<file path="src/dab_pkg.sv">
// shared constants and carriers of the diagnostic result and bypass block
package dab_pkg;

    // register indices; byte address on the bus is index * 4
    localparam logic [5:0] DAB_IDX_INPUT1_RESULT = 6'h25;
    localparam logic [5:0] DAB_IDX_TEMPERATURE_RESULT = 6'h26;
    localparam logic [5:0] DAB_IDX_DIAG_MUX_RESULT = 6'h27;
    localparam logic [5:0] DAB_IDX_COMPARATOR_OFFSET = 6'h28;
    localparam logic [5:0] DAB_IDX_APPLIED_DAC_CODE = 6'h2c;
    localparam logic [5:0] DAB_IDX_RAW_CONVERSION_RESULT = 6'h2d;
    localparam logic [5:0] DAB_IDX_CONVERSION_OVERRIDE = 6'h2e;

    // field layout of conversion_override
    localparam int DAB_BYP_DATA_EN_BIT = 15;
    localparam int DAB_BYP_OFFSET_EN_BIT = 14;
    localparam int DAB_BYP_GND_DIS_BIT = 13;
    localparam int DAB_BYP_DATA_MSB = 11;

    // widths and reset values
    localparam int DAB_ADC_W = 12;
    localparam int DAB_DAC_W = 16;
    localparam int DAB_REG_W = 16;
    localparam logic [11:0] DAB_ADC_RESET = 12'h000;
    localparam logic [15:0] DAB_DAC_RESET = 16'h0000;
    localparam logic [11:0] DAB_ADC_MAX = 12'hfff;

    // channel being converted
    typedef enum logic [1:0] {
        DAB_CH_INPUT0 = 2'b00,
        DAB_CH_INPUT1 = 2'b01,
        DAB_CH_TEMP   = 2'b10,
        DAB_CH_DIAG   = 2'b11
    } dab_chan_e;

    typedef struct packed {
        logic        data_en;
        logic        offset_en;
        logic        gnd_dis;
        logic [11:0] data;
    } dab_byp_s;

    typedef struct packed {
        logic        valid;
        dab_chan_e   chan;
        logic [11:0] data;
    } dab_conv_s;

endpackage : dab_pkg

</file>
<file path="src/dab_apb_slave.sv">
// apb slave front end: decode, error answer and registered read data
`timescale 1ns/1ps
`default_nettype none
module dab_apb_slave
    import dab_pkg::*;
(
    // clock and reset
    input  wire logic        pclk,
    input  wire logic        presetn,
    // apb
    input  wire logic [7:0]  paddr,
    input  wire logic        psel,
    input  wire logic        penable,
    input  wire logic        pwrite,
    output logic      [31:0] prdata,
    output logic             pready,
    output logic             pslverr,
    // register file side
    output logic      [5:0]  reg_idx,
    output logic             wr_stb,
    input  wire logic [15:0] rd_word
);

    typedef struct packed {
        logic [15:0] rdata;
        logic        err;
    } dab_apb_s;

    dab_apb_s q;
    dab_apb_s d;
    logic     hit;

    assign reg_idx = paddr[7:2];

    always_comb begin
        case (reg_idx)
            DAB_IDX_INPUT1_RESULT, DAB_IDX_TEMPERATURE_RESULT,
            DAB_IDX_DIAG_MUX_RESULT, DAB_IDX_COMPARATOR_OFFSET,
            DAB_IDX_APPLIED_DAC_CODE, DAB_IDX_RAW_CONVERSION_RESULT,
            DAB_IDX_CONVERSION_OVERRIDE: hit = (paddr[1:0] == 2'h0);
            default: hit = 1'b0;
        endcase
    end

    // read data is captured in the setup cycle so the access phase needs no wait
    always_comb begin
        d = q;
        if (psel && !penable) begin
            d.rdata = hit ? rd_word : 16'h0000;
            d.err   = !hit;
        end
    end

    always_ff @(posedge pclk or negedge presetn) begin
        if (!presetn) begin
            q <= '0;
        end else begin
            q <= d;
        end
    end

    assign pready  = 1'b1;
    assign pslverr = psel && penable && q.err;
    assign prdata  = {16'h0000, q.rdata};
    assign wr_stb  = psel && penable && pwrite && !q.err;

endmodule : dab_apb_slave
`default_nettype wire

</file>
<file path="src/dab_conv_proc.sv">
// per-conversion path: offset choice, correction and data substitution
`timescale 1ns/1ps
`default_nettype none
module dab_conv_proc
    import dab_pkg::*;
(
    // clock and reset
    input  wire logic        pclk,
    input  wire logic        presetn,
    // conversion in
    input  wire logic        conv_valid,
    input  wire dab_chan_e   conv_chan,
    input  wire logic [11:0] conv_raw,
    input  wire logic [11:0] meas_offset,
    input  wire dab_byp_s    byp,
    // processed result
    output dab_conv_s        result,
    output logic      [11:0] offset_used
);

    typedef struct packed {
        dab_conv_s   res;
        logic [11:0] off;
    } dab_proc_s;

    dab_proc_s   q;
    dab_proc_s   d;
    logic [11:0] off_sel;
    logic [13:0] diff;

    // data override wins over offset override when both are set
    assign off_sel = (byp.offset_en && !byp.data_en) ? byp.data : meas_offset;
    // offset is signed two's complement; raw is unsigned
    assign diff = {2'b00, conv_raw} - {{2{off_sel[11]}}, off_sel};

    always_comb begin
        d           = q;
        d.res.valid = 1'b0;
        d.off       = off_sel;
        if (conv_valid) begin
            d.res.valid = 1'b1;
            d.res.chan  = conv_chan;
            if (byp.data_en) begin
                d.res.data = byp.data;
            end else if (diff[13]) begin
                d.res.data = DAB_ADC_RESET;
            end else if (diff[12]) begin
                d.res.data = DAB_ADC_MAX;
            end else begin
                d.res.data = diff[11:0];
            end
        end
    end

    always_ff @(posedge pclk or negedge presetn) begin
        if (!presetn) begin
            q <= '0;
        end else begin
            q <= d;
        end
    end

    assign result      = q.res;
    assign offset_used = q.off;

endmodule : dab_conv_proc
`default_nettype wire

</file>
<file path="src/dab_top.sv">
// diagnostic converter result readback and override register block
`timescale 1ns/1ps
`default_nettype none

// Operation
// second analog input result held as 12 bits, upper four bits read zero
// latest die temperature result held as 12 bits, resets to zero
// self-diagnostic mux result held as 12 bits, read only
// measured comparator offset readable as 12 bits
// offset override uses bypass data, readback still shows measured offset
// applied dac code readable as 16 bits, may lag target while slewing
// raw result of each conversion, uncorrected and never substituted
// data override substitutes bypass data and ignores offset; off at reset
// under data override bypass value lands in channel readback and limits
// data override takes priority when both overrides are set
// under offset override bypass data is a signed two's complement offset
// ground sampling disable bit stops ground sampling; zero keeps it on
module dab_top
    import dab_pkg::*;
(
    // clock and reset
    input  wire logic        pclk,
    input  wire logic        presetn,
    // apb register bus
    input  wire logic [7:0]  paddr,
    input  wire logic        psel,
    input  wire logic        penable,
    input  wire logic        pwrite,
    input  wire logic [31:0] pwdata,
    output logic      [31:0] prdata,
    output logic             pready,
    output logic             pslverr,
    // converter sequencer
    input  wire logic        conv_valid,
    input  wire dab_chan_e   conv_chan,
    input  wire logic [11:0] conv_raw,
    input  wire logic        offset_valid,
    input  wire logic [11:0] meas_offset,
    // dac datapath
    input  wire logic [15:0] dac_code,
    // analog control and fault evaluation
    output logic             ground_sampling_disable,
    output logic      [11:0] applied_offset,
    output logic             result_valid,
    output dab_chan_e        result_chan,
    output logic      [11:0] result_data
);

    typedef struct packed {
        logic [11:0] input1;
        logic [11:0] temp;
        logic [11:0] diag;
        logic [11:0] offset;
        logic [15:0] dac;
        logic [11:0] raw;
        dab_byp_s    byp;
    } dab_top_s;

    dab_top_s    q;
    dab_top_s    d;

    logic [5:0]  reg_idx;
    logic        wr_stb;
    logic [15:0] rd_word;
    dab_conv_s   conv_res;
    logic [11:0] offset_used;

    dab_apb_slave u_apb (
        .pclk    (pclk),
        .presetn (presetn),
        .paddr   (paddr),
        .psel    (psel),
        .penable (penable),
        .pwrite  (pwrite),
        .prdata  (prdata),
        .pready  (pready),
        .pslverr (pslverr),
        .reg_idx (reg_idx),
        .wr_stb  (wr_stb),
        .rd_word (rd_word)
    );

    // the bypass fields are sampled with the conversion, so a write landing
    // in the same cycle as conv_valid takes effect on the next conversion
    dab_conv_proc u_proc (
        .pclk        (pclk),
        .presetn     (presetn),
        .conv_valid  (conv_valid),
        .conv_chan   (conv_chan),
        .conv_raw    (conv_raw),
        .meas_offset (q.offset),
        .byp         (q.byp),
        .result      (conv_res),
        .offset_used (offset_used)
    );

    // read multiplexer; bits above the field width read as zero
    always_comb begin
        rd_word = 16'h0000;
        case (reg_idx)
            DAB_IDX_INPUT1_RESULT: begin
                rd_word = {4'h0, q.input1};
            end
            DAB_IDX_TEMPERATURE_RESULT: begin
                rd_word = {4'h0, q.temp};
            end
            DAB_IDX_DIAG_MUX_RESULT: begin
                rd_word = {4'h0, q.diag};
            end
            DAB_IDX_COMPARATOR_OFFSET: begin
                rd_word = {4'h0, q.offset};
            end
            DAB_IDX_APPLIED_DAC_CODE: begin
                rd_word = q.dac;
            end
            DAB_IDX_RAW_CONVERSION_RESULT: begin
                rd_word = {4'h0, q.raw};
            end
            DAB_IDX_CONVERSION_OVERRIDE: begin
                rd_word[DAB_BYP_DATA_EN_BIT]     = q.byp.data_en;
                rd_word[DAB_BYP_OFFSET_EN_BIT]   = q.byp.offset_en;
                rd_word[DAB_BYP_GND_DIS_BIT]     = q.byp.gnd_dis;
                rd_word[DAB_BYP_DATA_MSB:0]      = q.byp.data;
            end
            default: begin
                rd_word = 16'h0000;
            end
        endcase
    end

    always_comb begin
        d = q;

        // applied code follows the slewing datapath every cycle
        d.dac = dac_code;

        // measured offset is never touched by the override register
        if (offset_valid) begin
            d.offset = meas_offset;
        end

        // raw word bypasses both correction and substitution
        if (conv_valid) begin
            d.raw = conv_raw;
        end

        // processed input1, temperature and diag results land in their own channel readback; input0 results are not stored
        if (conv_res.valid) begin
            case (conv_res.chan)
                DAB_CH_INPUT1: begin
                    d.input1 = conv_res.data;
                end
                DAB_CH_TEMP: begin
                    d.temp = conv_res.data;
                end
                DAB_CH_DIAG: begin
                    d.diag = conv_res.data;
                end
                default: begin
                    d.input1 = q.input1;
                end
            endcase
        end

        // only the documented writable fields store; bit 12 stays zero
        if (wr_stb && reg_idx == DAB_IDX_CONVERSION_OVERRIDE) begin
            d.byp.data_en   = pwdata[DAB_BYP_DATA_EN_BIT];
            d.byp.offset_en = pwdata[DAB_BYP_OFFSET_EN_BIT];
            d.byp.gnd_dis   = pwdata[DAB_BYP_GND_DIS_BIT];
            d.byp.data      = pwdata[DAB_BYP_DATA_MSB:0];
        end
    end

    always_ff @(posedge pclk or negedge presetn) begin
        if (!presetn) begin
            q.input1 <= DAB_ADC_RESET;
            q.temp   <= DAB_ADC_RESET;
            q.diag   <= DAB_ADC_RESET;
            q.offset <= DAB_ADC_RESET;
            q.dac    <= DAB_DAC_RESET;
            q.raw    <= DAB_ADC_RESET;
            q.byp    <= '0;
        end else begin
            q <= d;
        end
    end

    // outputs toward the analog side and the fault limit checker
    assign ground_sampling_disable = q.byp.gnd_dis;
    assign applied_offset          = offset_used;
    assign result_valid            = conv_res.valid;
    assign result_chan             = conv_res.chan;
    assign result_data             = conv_res.data;

endmodule : dab_top
`default_nettype wire

</file>
<file path="config.mk">
export PLATFORM = sky130hd
export DESIGN_NAME = dab_top
export DESIGN_NICKNAME = d
export VERILOG_FILES = /design/src/dab_pkg.sv /design/src/dab_apb_slave.sv /design/src/dab_conv_proc.sv /design/src/dab_top.sv
export SDC_FILE = /design/constraint.sdc
export NUM_CORES = 1
export LEC_CHECK = 0
export BUFFER_PORTS_ARGS = -buffer_cell sky130_fd_sc_hd__clkbuf_2
export CORE_MARGIN = 2
export CORE_UTILIZATION = 40
export CTS_CLUSTER_DIAMETER = 60
export CTS_CLUSTER_SIZE = 16
export DETAILED_ROUTE_END_ITERATION = 6
export GPL_ROUTABILITY_DRIVEN = 0
export PLACE_DENSITY = 0.62
export SKIP_CTS_REPAIR_TIMING = 1
export SYNTH_ARGS = -nofsm -noshare
export SYNTH_HDL_FRONTEND = slang
export SYNTH_SLANG_ARGS = --single-unit
export TNS_END_PERCENT = 20
</file>
<file path="constraint.sdc">
create_clock -name pclk -period 5.4 [get_ports pclk]
set_input_delay 0.54 -clock pclk [delete_from_list [all_inputs] [get_ports pclk]]
set_output_delay 0.54 -clock pclk [all_outputs]
set_load 0.02 [all_outputs]
</file>
==> impl_metrics.tcl, run 1 <==
set metrics [dict create \
    status "completed" \
    synth-main-ff-cell "dfrtp_1" \
    wire_per_inst_um 18.9 \
    vias_per_cell 5.33 \
    grt_pass1_wl_um 27100 \
    clkSinkCount 135 \
    path_clk_slew_ps 60 \
    fmax_ghz 0.220 \
    synth_area_um2 6480 \
    worst_clock_skew_ps 8.69 \
    initial_utilization_pct 40.8 \
    grt_pass1_vias 4976 \
    cts_buffer_depth 2 \
    track_usage_pct 20.5 \
    tightest_slew_ps 1160 \
    crit_type "flip-flop to flip-flop" \
    synth_warnings 0 \
    place_ws_ps 877 \
    insertion_delay_ps 430 \
    synth_commonest_cells "dfrtp_1 (135), mux2_2 (70), nand2_1 (36)" \
    io_buffers 116 \
    layout-drive-gt1-share_pct 34.1 \
    worst_slack_ps 860 \
    maxCapViolations 0 \
    async_flop_share_pct 100 \
    antenna_found_initial 0 \
    root_buffer "clkbuf_16" \
    cp-end-kind "flip-flop" \
    dp_hpwl_um 11800 \
    coreArea_um2 15900 \
    num_vias 4797 \
    die-area_um2 17200 \
    rsz0062_at_grt "false" \
    finalHoldViolCount 0 \
    drtIter0Drc 333 \
    switching_share_pct 27.7 \
    seq_area_frac_synth_pct 52.1 \
    diodes 0 \
    numCtsBuffers 17 \
    setup_viol 0 \
    fin_crit_sh_pct 84.1 \
    hold_class "input port to asynchronous set/reset pin" \
    yosys-top-cells-area "dfrtp_1 (52%), mux2_2 (12%), buf_4 (3.8%), mux2i_1 (3.4%), a22oi_1 (2.8%)" \
    path_max_fanout 12 \
    internal_power_w 0.00209 \
    cts_tree "yes" \
    nFillCells 1502 \
    overflow 0 \
    synth_area_leader_cell "dfrtp_1" \
    yosys.cell_count.top_type "dfrtp_1" \
    critPathRequiredTime_ps 5670 \
    worstPathArrival_ps 4810 \
    drtAntennaViolNets 0 \
    htreeDepth 4 \
    power.switching_w 0.000801 \
    seq_power_share_pct 43.8 \
    final_core_util_pct 48.4 \
    die_h_um 131 \
    p_clk_share_pct 39.9 \
    slew_headroom_pct 22.2 \
    ys_ff_latch 135 \
    netlist_instances 573 \
    power.density_nw_per_um2 376 \
    synth.distinct_cells 51 \
    combinationalPowerShare_pct 16.3 \
    grt_max_degree 87 \
    pin_count 151 \
    areaGrowthSynthToFinish_pct 18.7 \
    routed_wl_um 17100 \
    synth_edf_count 0 \
    drc 0 \
    layout_min_cycle_time_ps 4540 \
    cp-start-kind "flip-flop" \
    slew_violations 0 \
    num_rows 46 \
    firstDrtPassIters 5 \
    setup_tns_ps 0 \
    die_w_um 131 \
    vdd_ir_drop_max_mv 0.248 \
    power_leakage_nw 3.69 \
    synth.top_cell.area_share_pct 52.1 \
    synth_area_per_cell_um2 11.3 \
    layout.nets 770 \
]
[layer usage]
layer	global-route usage (%)	share of wire [%]	vias up
li1	-	-	2206
met1	27.4	46	2395
met2	32.0	46	176
met3	5.32	6.4	20
met4	7.85	1.8	0
met5	0	0	-
[flip-flops by register name, summed over array words and instances (netlist names)]
name                     flops
q                           90
u_apb.prdata                16
u_proc.result               15
u_proc.offset_used          12
ground_sampling_disable      1
u_apb.q                      1
[area by class of cell]
cell class / count / area (um2) / area share (%)
Clock buffer: 17 / 425 / 5.53
Inverter: 21 / 78.8 / 1.02
Timing Repair Buffer: 123 / 639 / 8.31
Clock inverter: 14 / 160 / 2.08
Sequential cell: 135 / 3380 / 43.9
Multi-Input combinational cell: 374 / 2740 / 35.6
Tap cell: 216 / 270 / 3.51
[kinds of logic after synthesis]
logic type	after synthesis	synth area share [%]
multiplexers	92	15.6
flip-flops	135	52.1
other	2	0.116
buffers and inverters	79	6.77
AND/OR/NAND/NOR	127	9.55
XOR/XNOR	12	1.62
adder cells (fa/ha/maj)	11	2.18
AO/OA/AOI/OAI	115	12.1
[path summary, 6_finish.rpt]
path	startpoint	end	slack, ps	cells after the start
worst max-delay path	q[13]	u_proc.result[11]	860	13
worst min-delay path	presetn	q[31]	170	1
worst max register to register	q[13]	u_proc.result[11]	860	13
worst min register to register	q[55]	q[55]	480	2
max in group asynchronous	presetn	q[37]	4050	2
min in group pclk	dac_code[9]	q[36]	210	1
[power groups by stage]
stage               combinational (W)  sequential [W]  clock, W
floorplan                    0.000300         0.00129         0
global placement             0.000456         0.00127         0
detailed placement           0.000471         0.00128         0
CTS                          0.000474         0.00126   0.00118
global route                 0.000521         0.00128   0.00122
finish                       0.000471         0.00127   0.00115
[worst max-delay path, stage by stage, from the launching register on]
cell and delay [ps]:
dfrtp_1 370, or2b_4 400, mux2_2 290, ha_1 190, fa_1 220, inv_1 50
a21o_1 200, maj3_2 350, a2111oi_0 790, nor4_1 190, or3_1 410, a211o_1 480
nor3_2 300, o221ai_1 130
[layout by cell type (no fill, tap or decap), types with 3 or more instances in the layout]
cell type   netlist  final
a22o_1           16     16
nor2b_1           5      5
xnor2_1          10     10
nor3_2            1      4
nor3_1           12      9
nand3_1          19     19
a32o_1            3      3
o221ai_1          3      3
nand2_1          36     36
clkinvlp_4        0      3
a21oi_1          15     15
inv_1            21     21
a22oi_1          24     24
o21ai_0          35     35
mux2i_1          22     22
nand3b_1          3      3
nor4_1            5      4
nand2b_1          3      3
clkinv_2          0      6
clkbuf_2          0    115
mux2_2           70     70
nor2_1           27     27
buf_4            33      7
ha_1              8      8
o21a_1            4      4
clkbuf_16         0     17
bufinv_16         0      3
or3_1             6      6
conb_1            2     17
dfrtp_1         135    135
a2111oi_0         4      4
[stage by stage]
| step | instance area (um2) | hold WS, ps | std cells | power (W) |
|---|---|---|---|---|
| 6_report | 7690 | 170 | 900 | 0.00289 |
| 3_5_place_dp | 7110 | 471 | 869 | 0.00175 |
| 5_1_grt | 7690 | 197 | 900 | 0.00302 |
| 3_3_place_gp | 7110 | 452 | 869 | 0.00173 |
| 4_1_cts | 7690 | 200 | 900 | 0.00292 |
| 2_1_floorplan | 6540 | 244 | 588 | 0.00159 |
No activity file was read; power rests on OpenSTA's default activity.
==> run 2: changes to the inputs <==
- PLACE_DENSITY: 0.62 -> 0.65
- clock period: 5.4 -> 3.66 ns (I/O delays scaled with it)
==> impl_metrics.tcl, run 2 (same netlist as run 1, synthesis figures left out) <==
set metrics [dict create \
    status "finished with violations" \
    violations "setup timing" \
    r2r_start "q[14]" \
    setup_tns_ps -831 \
    areaGrowthSynthToFinish_pct 24.2 \
    worst_slack_ps -113 \
    fin_area_um2 8050 \
    slowest_stage "a2111oi_4" \
    worstPathArrival_ps 4040 \
    diodes 0 \
    coreArea_um2 15900 \
    grt_pass1_wl_um 27300 \
    top_register "q" \
    crit_type "flip-flop to flip-flop" \
    die_h_um 131 \
    cp-end-kind "flip-flop" \
    setup_viol 12 \
    drc 0 \
    die-area_um2 17200 \
    drtIter0Drc 308 \
    numCtsBuffers 17 \
    path_clk_slew_ps 60 \
    root_buffer "clkbuf_16" \
    initial_utilization_pct 40.8 \
    insertion_delay_ps 420 \
    fmax_ghz 0.265 \
    path_delay_family "compound AO/OA/AOI/OAI gates" \
    nFillCells 1424 \
    tightest_slew_ps 935 \
    path_max_fanout 5 \
    die_w_um 131 \
    firstDrtPassIters 5 \
    mostFrequentLayoutCells "dfrtp_1 (135), clkbuf_2 (115), mux2_2 (69), nand2_1 (36), o21ai_0 (27)" \
    grt_pass1_vias 4931 \
    rsz0062_at_grt "true" \
    slowest_delay_ps 530 \
    power.density_nw_per_um2 561 \
    antenna_found_initial 0 \
    reg2reg_slack_ps -110 \
    overflow 0 \
    critPathBufInv 2 \
    vdd_ir_drop_max_mv 0.329 \
    pin_count 151 \
    drtAntennaViolNets 0 \
    power_leakage_nw 3.85 \
    holdPathStages 1 \
    whs_endpoint "q[35]" \
    worst_clock_skew_ps 12.7 \
    vias_per_cell 5.36 \
    layout.nets 791 \
    grt_max_degree 103 \
    wire_per_inst_um 18.8 \
    htreeDepth 4 \
    cp-start-kind "flip-flop" \
    crit_chain "or2b_4 > mux2_4 > ha_4 > fa_2 > inv_2 > a21o_1 > maj3_2 > a2111oi_4 > nor4_4 > or3_1 > a211o_4 > buf_12 > nor2b_1 > o221ai_1" \
    use_met1_pct 27.2 \
    num_rows 46 \
    p_total_w 0.00452 \
    fin_crit_sh_pct 103 \
    whs_ps 47.0 \
    slew_violations 0 \
    cts_tree "yes" \
    finalHoldViolCount 0 \
    io_buffers 116 \
    critPathRequiredTime_ps 3920 \
    layout_min_cycle_time_ps 3770 \
    grt_busiest_layer "met2" \
    num_vias 4937 \
    largest_reg_flops 90 \
    dp_hpwl_um 11800 \
    layout-drive-gt1-share_pct 37.9 \
    min_from "dac_code[8]" \
    use_met2_pct 32.2 \
    clkSinkCount 135 \
    cts_buffer_depth 2 \
    dpl_cell_area_um2 7260 \
    maxCapViolations 0 \
    hold_class "input port to flip-flop" \
    use_met3_pct 5.86 \
    routed_wl_um 17300 \
    reg2reg_depth 14 \
    mostFrequentLayoutCell "dfrtp_1" \
    slew_headroom_pct 37.5 \
    r2r-end "u_proc.result[0]" \
    track_usage_pct 20.4 \
]
-- run 2: cell types whose count changed in the layout (fill, tap and decap cells not counted), moves of 3 or more --
cell,delta
a2111oi_0,-4
buf_4,+19
clkinv_2,-3
nor2_1,-4
nor2_2,+4
o21ai_0,-8
o21ai_1,+8
-- run 2: final cells by class --
class	count	area, um2	share of cell area, %
multi-input cells	374	2860	35.5
clock buffers	18	439	5.45
flip-flops and latches	135	3380	41.9
well taps	216	270	3.36
repair buffers	144	827	10.3
inverters	21	78.8	0.979
clock inverters	13	204	2.53
-- run 2: worst max-delay path by stage --
stage	end	from	depth (start not counted)	slack, ps
2_1_floorplan	u_proc.result[11]	q[14]	15	9
3_3_place_gp	u_proc.result[11]	q[14]	13	-3
3_5_place_dp	u_proc.result[11]	q[14]	13	-50
4_1_cts	u_proc.result[11]	q[14]	13	-80
5_1_grt	u_proc.result[11]	q[13]	14	-250
6_report	u_proc.result[0]	q[14]	14	-110
-- run 2: stage by stage --
step	setup slack, ps	utilization, %	instances
floorplan	9.14	-	588
global placement	-2.83	45.7	883
detailed placement	-48.5	45.7	883
CTS	-76.6	49.8	914
global route	-249	50.7	921
finish	-113	50.7	921
-- run 2: per-layer routing --
| metal | vias up | share of wire, % |
|---|---|---|
| li1 | 2250 | - |
| met1 | 2454 | 44 |
| met2 | 213 | 47 |
| met3 | 20 | 7.5 |
| met4 | 0 | 1.5 |
| met5 | - | 0 |
-- run 2: power by group --
| group | switching [W] | total, W | internal, W |
|---|---|---|---|
| clock | 0.000636 | 0.00185 | 0.00122 |
| combinational | 0.000430 | 0.000796 | 0.000366 |
| sequential | 0.000142 | 0.00187 | 0.00173 |
